==> config.mk <==
export PLATFORM = sky130hd
export DESIGN_NAME = isb_slave_port
export DESIGN_NICKNAME = d
export VERILOG_FILES = /design/src/rtl/isb_pkg.sv /design/src/rtl/isb_reg_bank.sv /design/src/rtl/isb_slave_port.sv
export SDC_FILE = /design/constraint.sdc
export NUM_CORES = 1
export LEC_CHECK = 0
export BUFFER_PORTS_ARGS = -buffer_cell sky130_fd_sc_hd__buf_4
export CORE_MARGIN = 1
export CORE_UTILIZATION = 29
export CTS_CLUSTER_DIAMETER = 40
export DETAILED_ROUTE_END_ITERATION = 7
export GPL_ROUTABILITY_DRIVEN = 0
export PLACE_DENSITY = 0.6
export SKIP_CTS_REPAIR_TIMING = 1
export SYNTH_ARGS = -nofsm -noshare
export SYNTH_HDL_FRONTEND = slang
export SYNTH_HIERARCHICAL = 1
export SYNTH_SLANG_ARGS = --single-unit
==> constraint.sdc <==
create_clock -name clk -period 2.9 [get_ports clk]
set_input_delay 0.725 -clock clk [delete_from_list [all_inputs] [get_ports clk]]
set_output_delay 0.725 -clock clk [all_outputs]
set_load 0.005 [all_outputs]
==> src/rtl/isb_pkg.sv <==
// Constants and types shared by the interlocked bus slave port
package isb_pkg;
	// ------------------------------------------------------------
	// Bus widths
	// ------------------------------------------------------------
	localparam int ADDR_W = 18;
	localparam int DATA_W = 16;
	localparam int REQ_W = 4;
	localparam int REG_COUNT = 4;
	localparam int IDX_W = 2;
	// ------------------------------------------------------------
	// Address map
	// ------------------------------------------------------------
	localparam logic [17:0] IO_BASE = 18'h3E000; // Peripheral page, octal 760000
	localparam logic [17:0] DEV_BASE = 18'h3FF00; // Our four words, octal 777400
	localparam logic [17:0] DEV_MASK = 18'h3FFF8; // Four words, eight bytes
	localparam int IDX_LSB = 1;
	localparam int BYTE_SEL_BIT = 0;
	// ------------------------------------------------------------
	// Transfer codes and reset values
	// ------------------------------------------------------------
	localparam logic [1:0] XFER_WORD_READ = 2'h0;
	localparam logic [1:0] XFER_READ_WITH_PAUSE = 2'h1;
	localparam logic [1:0] XFER_WORD_WRITE = 2'h2;
	localparam logic [1:0] XFER_BYTE_WRITE = 2'h3;
	localparam logic [15:0] WORD_RESET = 16'h0000;
	localparam logic [17:0] ADDR_RESET = 18'h00000;
	// ------------------------------------------------------------
	// Slave sequencer states, Gray coded in listed order; REPLY to IDLE and ACCESS to RELEASE change both bits
	// ------------------------------------------------------------
	typedef enum logic [1:0] {
		ST_IDLE = 2'h0,
		ST_ACCESS = 2'h1,
		ST_REPLY = 2'h3,
		ST_RELEASE = 2'h2
	} isb_state_e;
endpackage

==> src/rtl/isb_reg_bank.sv <==
// Peripheral word registers reached through the bus slave port
module isb_reg_bank
	import isb_pkg::*;
(
	input wire logic clk,
	input wire logic rst,
	input wire logic ce,
	input wire logic busWrEn,
	input wire logic busByte,
	input wire logic busHighByte,
	input wire logic [IDX_W-1:0] busIdx,
	input wire logic [DATA_W-1:0] busWrData,
	input wire logic userWrEn,
	input wire logic [IDX_W-1:0] userIdx,
	input wire logic [DATA_W-1:0] userWrData,
	output logic [DATA_W-1:0] rdWord,
	output logic [REG_COUNT*DATA_W-1:0] wordsFlat
);
	typedef struct packed {
		logic [REG_COUNT-1:0][DATA_W-1:0] words;
	} isb_bank_s;

	isb_bank_s bank_reg;
	isb_bank_s bank_next;

	// ------------------------------------------------------------
	// Write merge: bus wins over user so a master never sees a lost write
	// ------------------------------------------------------------
	always_comb begin
		bank_next = bank_reg;
		if (userWrEn) begin
			bank_next.words[userIdx] = userWrData;
		end
		if (busWrEn) begin
			if (!busByte) begin
				bank_next.words[busIdx] = busWrData;
			end else if (busHighByte) begin
				bank_next.words[busIdx][15:8] = busWrData[15:8];
			end else begin
				bank_next.words[busIdx][7:0] = busWrData[7:0];
			end
		end
	end

	// Register stage, frozen while the enable is low
	always_ff @(posedge clk) begin
		if (rst) begin
			bank_reg <= '0;
		end else if (ce) begin
			bank_reg <= bank_next;
		end
	end

	// Read path and user view
	assign rdWord = bank_reg.words[busIdx];
	assign wordsFlat = bank_reg.words;
endmodule // isb_reg_bank

==> src/rtl/isb_slave_port.sv <==
// Slave side of the interlocked bus: decode, handshake, data and parity
module isb_slave_port
	import isb_pkg::*;
(
	input wire logic clk,
	input wire logic rst,
	input wire logic ce,
	input wire logic [ADDR_W-1:0] addrInN,
	input wire logic [1:0] ctrlInN,
	input wire logic masterSyncStrobeInN,
	input wire logic slaveSyncReplyInN,
	output logic slaveSyncReplyOutN,
	output logic slaveSyncReplyOe,
	input wire logic [DATA_W-1:0] dataInN,
	output logic [DATA_W-1:0] dataOutN,
	output logic [DATA_W-1:0] dataOe,
	input wire logic highByteParityInN,
	output logic highByteParityOutN,
	output logic highByteParityOe,
	input wire logic lowByteParityInN,
	output logic lowByteParityOutN,
	output logic lowByteParityOe,
	input wire logic [REQ_W-1:0] busRequestInN,
	output logic [REQ_W-1:0] busRequestOutN,
	output logic [REQ_W-1:0] busRequestOe,
	input wire logic busInUseInN,
	output logic busInUseOutN,
	output logic busInUseOe,
	input wire logic initInN,
	input wire logic [REQ_W-1:0] userRequest,
	input wire logic userOwnsBus,
	input wire logic userWrEn,
	input wire logic [IDX_W-1:0] userIdx,
	input wire logic [DATA_W-1:0] userWrData,
	output logic [REG_COUNT*DATA_W-1:0] userWords,
	output logic busWriteStrobe,
	output logic parityError
);
	// ------------------------------------------------------------
	// State
	// ------------------------------------------------------------
	typedef struct packed {
		isb_state_e state;
		logic [1:0] ctrl;
		logic [ADDR_W-1:0] addr;
		logic [DATA_W-1:0] rdData;
		logic [DATA_W-1:0] wrData;
		logic driveData;
		logic reply;
		logic parErr;
		logic wrPulse;
	} isb_port_s;

	isb_port_s port_reg;
	isb_port_s port_next;

	logic syncA;
	logic initA;
	logic selected;
	logic isRead;
	logic [DATA_W-1:0] bankWord;
	logic [DATA_W-1:0] dataA;
	logic hiParA;
	logic loParA;

	// Receivers invert the active-low wire levels to asserted-high
	assign syncA = !masterSyncStrobeInN;
	assign initA = !initInN;
	assign dataA = ~dataInN;
	assign hiParA = !highByteParityInN;
	assign loParA = !lowByteParityInN;

	// ------------------------------------------------------------
	// Decode helpers
	// ------------------------------------------------------------
	// Ours only if inside the peripheral page and our eight bytes
	function automatic logic addrIsMine(input logic [ADDR_W-1:0] a);
		addrIsMine = (a >= IO_BASE) && ((a & DEV_MASK) == DEV_BASE);
	endfunction

	// Both read codes move data from slave to master
	function automatic logic codeIsRead(input logic [1:0] c);
		codeIsRead = (c == XFER_WORD_READ) || (c == XFER_READ_WITH_PAUSE);
	endfunction

	assign selected = addrIsMine(port_reg.addr);
	assign isRead = codeIsRead(port_reg.ctrl);

	// ------------------------------------------------------------
	// Register bank
	// ------------------------------------------------------------
	// Initialise clears the bank only on an enabled edge, so a low enable still freezes it
	isb_reg_bank isb_reg_bank_inst (
		.clk(clk),
		.rst(rst || (initA && ce)),
		.ce(ce),
		.busWrEn(port_reg.state == ST_ACCESS && selected && !isRead),
		.busByte(port_reg.ctrl == XFER_BYTE_WRITE),
		.busHighByte(port_reg.addr[BYTE_SEL_BIT]),
		.busIdx(port_reg.addr[IDX_LSB +: IDX_W]),
		.busWrData(port_reg.wrData),
		.userWrEn(userWrEn),
		.userIdx(userIdx),
		.userWrData(userWrData),
		.rdWord(bankWord),
		.wordsFlat(userWords)
	);

	// ------------------------------------------------------------
	// Sequencer: strobe, access, reply, wait for strobe release
	// ------------------------------------------------------------
	always_comb begin
		port_next = port_reg;
		port_next.parErr = 1'b0;
		port_next.wrPulse = 1'b0;
		unique case (port_reg.state)
			ST_IDLE: begin
				// Address, code and write data are valid when the strobe rises
				if (syncA) begin
					port_next.addr = ~addrInN;
					port_next.ctrl = ~ctrlInN;
					port_next.wrData = dataA;
					port_next.parErr = 1'b0;
					port_next.state = ST_ACCESS;
				end
			end
			ST_ACCESS: begin
				if (!selected) begin
					port_next.state = ST_RELEASE;
				end else begin
					// Word done in this cycle, so the reply may follow
					port_next.reply = 1'b1;
					port_next.state = ST_REPLY;
					if (isRead) begin
						port_next.rdData = bankWord;
						port_next.driveData = 1'b1;
					end else begin
						port_next.wrPulse = 1'b1;
						// Check only the lanes actually written
						if (port_reg.ctrl == XFER_WORD_WRITE || port_reg.addr[BYTE_SEL_BIT]) begin
							port_next.parErr = (^port_reg.wrData[15:8]) != hiParA;
						end
						if (port_reg.ctrl == XFER_WORD_WRITE || !port_reg.addr[BYTE_SEL_BIT]) begin
							port_next.parErr = port_next.parErr || ((^port_reg.wrData[7:0]) != loParA);
						end
					end
				end
			end
			ST_REPLY: begin
				// Interlock: reply stays until the master drops its strobe
				if (!syncA) begin
					port_next.reply = 1'b0;
					port_next.driveData = 1'b0;
					port_next.state = ST_IDLE;
				end
			end
			ST_RELEASE: begin
				// Not ours: sit out the cycle so a late strobe edge is not reused
				if (!syncA) begin
					port_next.state = ST_IDLE;
				end
			end
		endcase
	end

	// Register stage; initialise clears like reset
	always_ff @(posedge clk) begin
		if (rst) begin
			port_reg <= '0;
		end else if (ce) begin
			if (initA) begin
				port_reg <= '0;
			end else begin
				port_reg <= port_next;
			end
		end
	end

	// ------------------------------------------------------------
	// Open-collector drivers: only pull low, never drive high
	// ------------------------------------------------------------
	assign slaveSyncReplyOutN = 1'b0;
	assign slaveSyncReplyOe = port_reg.reply;
	assign dataOutN = '0;
	assign dataOe = port_reg.driveData ? port_reg.rdData : '0;
	assign highByteParityOutN = 1'b0;
	assign highByteParityOe = port_reg.driveData && (^port_reg.rdData[15:8]);
	assign lowByteParityOutN = 1'b0;
	assign lowByteParityOe = port_reg.driveData && (^port_reg.rdData[7:0]);
	assign busRequestOutN = '0;
	assign busRequestOe = initA ? '0 : userRequest;
	// Only held while our own master logic owns the bus
	assign busInUseOutN = 1'b0;
	assign busInUseOe = userOwnsBus && !initA;
	assign busWriteStrobe = port_reg.wrPulse;
	assign parityError = port_reg.parErr;

	// ------------------------------------------------------------
	// Assertions
	// ------------------------------------------------------------
	property p_replyOnlyWhenMine;
		@(posedge clk) disable iff (rst || initA || !ce)
		$rose(slaveSyncReplyOe) |-> $past(port_reg.state) == ST_ACCESS && addrIsMine($past(port_reg.addr));
	endproperty
	a_replyOnlyWhenMine: assert property (p_replyOnlyWhenMine) else $error("reply for foreign address");

	property p_replyHeld;
		@(posedge clk) disable iff (rst || initA || !ce)
		slaveSyncReplyOe && syncA |=> slaveSyncReplyOe;
	endproperty
	a_replyHeld: assert property (p_replyHeld) else $error("reply dropped while strobe held");

	property p_replyReleased;
		@(posedge clk) disable iff (rst || initA || !ce)
		slaveSyncReplyOe && !syncA |=> !slaveSyncReplyOe && !(|dataOe);
	endproperty
	a_replyReleased: assert property (p_replyReleased) else $error("reply not released");

	property p_replyTiming;
		@(posedge clk) disable iff (rst || initA || !ce)
		port_reg.state == ST_IDLE && syncA && addrIsMine(~addrInN) ##1 ce |=> slaveSyncReplyOe;
	endproperty
	a_replyTiming: assert property (p_replyTiming) else $error("reply not two cycles after strobe");

	property p_foreignIgnored;
		@(posedge clk) disable iff (rst || initA || !ce)
		port_reg.state == ST_ACCESS && !selected |=> port_reg.state == ST_RELEASE && !slaveSyncReplyOe;
	endproperty
	a_foreignIgnored: assert property (p_foreignIgnored) else $error("foreign access answered");

	property p_readDrivesData;
		@(posedge clk) disable iff (rst || initA || !ce)
		port_reg.state == ST_ACCESS && selected |=> port_reg.driveData == codeIsRead($past(port_reg.ctrl));
	endproperty
	a_readDrivesData: assert property (p_readDrivesData) else $error("data drive does not match code");

	property p_parityLines;
		@(posedge clk) disable iff (rst)
		highByteParityOe == (^dataOe[15:8]) && lowByteParityOe == (^dataOe[7:0]);
	endproperty
	a_parityLines: assert property (p_parityLines) else $error("parity lines wrong");

	property p_initClears;
		@(posedge clk) disable iff (rst || !ce)
		initA |=> port_reg.state == ST_IDLE && !slaveSyncReplyOe && !(|dataOe);
	endproperty
	a_initClears: assert property (p_initClears) else $error("initialise did not clear port");

	property p_openCollector;
		@(posedge clk) disable iff (rst)
		!slaveSyncReplyOutN && !(|dataOutN) && !(|busRequestOutN) && !busInUseOutN;
	endproperty
	a_openCollector: assert property (p_openCollector) else $error("driver drives high");

	property p_writePulse;
		@(posedge clk) disable iff (rst || initA || !ce)
		busWriteStrobe |-> slaveSyncReplyOe && !port_reg.driveData && $past(port_reg.state) == ST_ACCESS;
	endproperty
	a_writePulse: assert property (p_writePulse) else $error("write strobe out of place");
endmodule // isb_slave_port

After elaboration in Yosys (flattened, before gate mapping) --
Index checks and enable logic that the tools add are counted. Widths: inputs -> output; s select.
Word-level totals: ROM bits 0, RAM bits 0, bits in latches 0, memories 0, register bits after elaboration 122
Operators by class: order comparisons 5, reductions and logical operators 31, div/mod/pow operators 0, shift-type cells 0, $add $sub $neg 0, bitwise logic cells 3, equal/unequal tests 20, multiply operators 0, multiplexer cells 42
Operators with widths (number):
- $bwmux 64 | 4
- $mux 64 | 4
- $mux 16 | 10
- $demux 16 s2 | 4
- $mux 58 | 1
- $bmux 16 s2 | 1
- $reduce_xor 8->1 | 4
- $mux 22 | 1
- $mux 20 | 1
- $ge 18x18->1 const B | 1
- $not 18->18 | 1
- $not 16->16 | 1
- $eq 15x15->1 const B | 1
- $ne 3x3->1 const B | 5
- $logic_and 1x1->1 | 9
- $mux 1 | 9
- $eq 2x2->1 const B | 4
- $mux 4 | 2
- $mux 8 | 1
- $ne 2x1->1 const B | 4
- $reduce_and 4->1 | 2
- $lt 2x3->1 const B | 2
- $pmux 2 s3 | 1
- $reduce_and 3->1 | 2
- other kinds (13) | 26

Depth between registers and ports, before layout --
word-level depth 12, gate-level depth with buffers 9

Modules after synthesis --
Netlist, hierarchy kept.
Modules (own cells, without submodules):
- isb_reg_bank | seq. area each 1281.2 sq um, area each 3922.5 sq um, cells an instance 413, times used 1
- isb_slave_port | seq. area each 1161.1 sq um, area each 2969.1 sq um, cells an instance 377, times used 1

Least setup slack after synthesis --
Ideal clock, no wire load.
path type register -> register, start point register port_reg[40] (netlist name), end point register isb_reg_bank_inst.bank_reg (netlist bit isb_reg_bank_inst/wordsFlat[0]), library setup time 95 ps, cell stages (with the launch flop) 9, arrival time 2195 ps, path buffers 1, path slack 609 ps, cell sequence dfxtp_1 nand4bb_2 nor4_1 and3_1 nand2b_1 clkbuf_1 nor2_2 o21ai_2 a221oi_1
Between the ends: word-level cells in the longest chain between the ends 5, elaborated cells between the ends (all ways) 6
Ends and longest elaborated chain:
- start, declared | RTL line isb_slave_port.sv:54 | isb_port_s port_reg;
- start signal, assigned | RTL line isb_slave_port.sv:174 | port_reg <= port_next;
- $ge 18x18->1 / $eq 15x15->1 (equally long branches) | RTL line isb_slave_port.sv:78 | addrIsMine = (a >= IO_BASE) && ((a & DEV_MASK) == DEV_BASE);
- $logic_and 1x1->1 (*) | RTL line isb_slave_port.sv:78
- $logic_and 1x1->1 (*) (2 in a row) | RTL line isb_slave_port.sv:97 | .busWrEn(port_reg.state == ST_ACCESS && selected && !isRead),
- $mux 64 (*) | RTL line isb_reg_bank.sv:34 | if (busWrEn) begin
- end signal, assigned | RTL line isb_reg_bank.sv:50 | bank_reg <= bank_next;
- end, declared | RTL line isb_reg_bank.sv:23 | isb_bank_s bank_reg;
Mark *: on every way between the ends. The rest lies on a longest branch, timed or not. A chain may end at the register's enable or synchronous reset.

Final worst setup path --
start point register port_reg[43] (netlist name), end point register isb_reg_bank_inst.bank_reg (netlist bit isb_reg_bank_inst/wordsFlat[13])
Same word-level chain as after synthesis.

==> impl_metrics.tcl <==
set metrics [dict create \
    status "finished, final reports clean" \
    syn_to_final_growth_pct 29.3 \
    ant_nets 0 \
    finalSetupTns_ns 0 \
    layout.cells.non_filler 1259 \
    synth_cells 790 \
    synth_top_family_by_area "compound AO/OA/AOI/OAI gates" \
    hpwl_um 16200 \
    core_mm2 0.0234 \
    clockRootBuffer "clkbuf_16" \
    synth-warning-count 6 \
    grt_pass1_wl_um 34000 \
    fillCellCount 2423 \
    synth_largest_area_cell "dfxtp_1" \
    path_cells "nand4bb_4 > nor4_1 > buf_4 > and3_1 > nand2b_1 > nor3_1 > buf_12 > o21ai_2 > a221oi_1" \
    clk_pin_slew_ns 0.06 \
    startpoint "port_reg[43]" \
    r2r-start "port_reg[43]" \
    diodes 0 \
    nNetsFinal 1000 \
    place_inst 1227 \
    final_cell_mix "buf_4, dfxtp_1, inv_1" \
    wl_per_cell_um 17.8 \
    die_y_um 156 \
    io_pins 187 \
    antenna_found_initial 1 \
    slowest_delay_ns 0.37 \
    yosys_register_bits 122 \
    grt_pass1_vias 5777 \
    setup_viol 0 \
    synth.cell_area_mm2 0.00689 \
    cpMaxStageDelayCell "a221oi_1" \
    critPathCaptureType "register" \
    rows 56 \
    finalMaxSlewViolations 0 \
    fmax_mhz 377 \
    crit_arrival_ns 2.97 \
    synth_fa_ha_area_share_pct 0 \
    clk_latency_ns 0.42 \
    clock_sinks 122 \
    synth_cell_type_count 60 \
    drt_iter0_drc 364 \
    worstPathRequired_ns 3.22 \
    synth_compound_area_share_pct 22.8 \
    wl_um 22400 \
    hold_start "busWriteStrobe" \
    cp-start-kind "register" \
    synth-async-reset-ratio_pct 0 \
    max_cap_violations 0 \
    power.total_w 0.00442 \
    synth-seq-area-share_pct 35.4 \
    synth-xor-area-share_pct 3.96 \
    grt_max_degree 52 \
    synth_area_leaders "dfxtp_1, a221oi_1, mux4_2" \
    largest_register_ffs 64 \
    path_class "register to register" \
    hold_path_class "register to register" \
    start_util_pct 29.4 \
    detail_route.vias_per_cell 4.95 \
    dr.pass1.iters 4 \
    max_slew_margin_pct 45.5 \
    drive_gt1_share_pct 28.4 \
    path_max_fanout 10 \
    p_per_area_mw_per_mm2 496 \
    synth_edf_count 0 \
    vias 6236 \
    synth.avg_cell_area_um2 8.72 \
    drcViolationCount 0 \
    cts-buffers-inserted 17 \
    peakVddDrop_mv 0.368 \
    synth_flop_cell "dfxtp_1" \
    final.period_utilization_pct 91.4 \
    overflow 0 \
    io_buffers 156 \
    synth-simple-area-share_pct 17.7 \
    skew_ns 0.00775 \
    final.min_clock_period_ns 2.65 \
    cts_tree "yes" \
    p_leak_nw 3.45 \
    grt_util_all_layers_pct 18.5 \
    h-tree-depth 4 \
    final_common_cell "buf_4" \
    hold_violations 0 \
    cts_buffer_depth 2 \
    synth_top_area_share_pct 35.4 \
    worst_pin_slew_ns 0.816 \
    dieArea_mm2 0.0244 \
    die_w_um 156 \
    synth_mux_area_share_pct 8.73 \
]
==> final timing paths <==
check | slack, ns | to | cells after the start
min reg2reg | 0.46 | busWriteStrobe | 2
max reg2reg | 0.25 | isb_reg_bank_inst/wordsFlat[13] | 9
min | 0.46 | busWriteStrobe | 2
max | 0.25 | isb_reg_bank_inst/wordsFlat[13] | 9
==> Yosys cell counts (2+ instances only) <==
library cell,number
dfxtp_1,122
inv_1,85
nor2_1,78
a21oi_1,57
a221oi_1,55
or3_1,40
clkbuf_1,36
o21ai_0,33
buf_4,28
o31ai_1,24
and2_1,23
mux2i_1,23
xnor2_1,22
nand2b_1,18
mux4_2,16
nand2_1,12
buf_2,11
a211o_1,8
a221oi_2,8
nand3_1,8
or2_2,8
a311o_1,7
a21o_1,4
buf_6,4
o21ai_1,4
o21ai_2,4
xor2_1,4
a211oi_1,3
and3_1,3
buf_1,3
nor3_1,3
a21bo_2,2
a31oi_1,2
and2b_1,2
nand3_2,2
nor2_4,2
nor2b_1,2
xnor3_1,2
==> cell families after synthesis <==
group / Yosys count
other cells: 1
buf+inv: 168
mux: 40
simple gates: 214
flops: 122
xor+xnor: 28
compound gates: 217
==> critical path, delay by kind of cell, from the launching register on <==
family	cells	cell delay [ns]
AOI/OAI and AO/OA	2	0.53
buffers and inverters	2	0.39
DFF	1	0.31
and+or+nand+nor	5	1.31
==> metal layers <==
layer / routed length, um / global-route usage [%] / vias up
met5: 11 / 0 / -
met4: 538 / 7.66 / 2
met3: 1480 / 4.39 / 34
met2: 10000 / 27.7 / 213
met1: 10400 / 25.2 / 2952
li1: - / - / 3035
==> stage by stage <==
| step | cell area [um^2] | utilization (%) | hold slack [ns] | setup slack (ns) |
|---|---|---|---|---|
| floorplan | 6980 | - | 0.447 | 0.609 |
| global placement | 8280 | 35.4 | 0.446 | 0.351 |
| detailed placement | 8280 | 35.4 | 0.462 | 0.252 |
| CTS | 8910 | 38.1 | 0.470 | 0.230 |
| global route | 8910 | 38.1 | 0.497 | -0.00150 |
| finish | 8910 | 38.1 | 0.463 | 0.248 |
==> layout make-up <==
| class | count | area (um^2) | area share, % |
|---|---|---|---|
| clock buffers | 22 | 484 | 5.43 |
| clock inverters | 10 | 140 | 1.57 |
| inverters | 85 | 319 | 3.58 |
| multi-input cells | 523 | 3770 | 42.3 |
| flip-flops and latches | 122 | 2440 | 27.4 |
| well taps | 319 | 399 | 4.48 |
| repair buffers | 178 | 1360 | 15.3 |
==> report_power, final <==
part | internal (W) | total (W) | switching, W
clock | 0.00144 | 0.00224 | 0.000796
combinational | 0.000190 | 0.000419 | 0.000229
sequential | 0.00171 | 0.00176 | 0.0000468
Power figures use the tool's default switching activity.
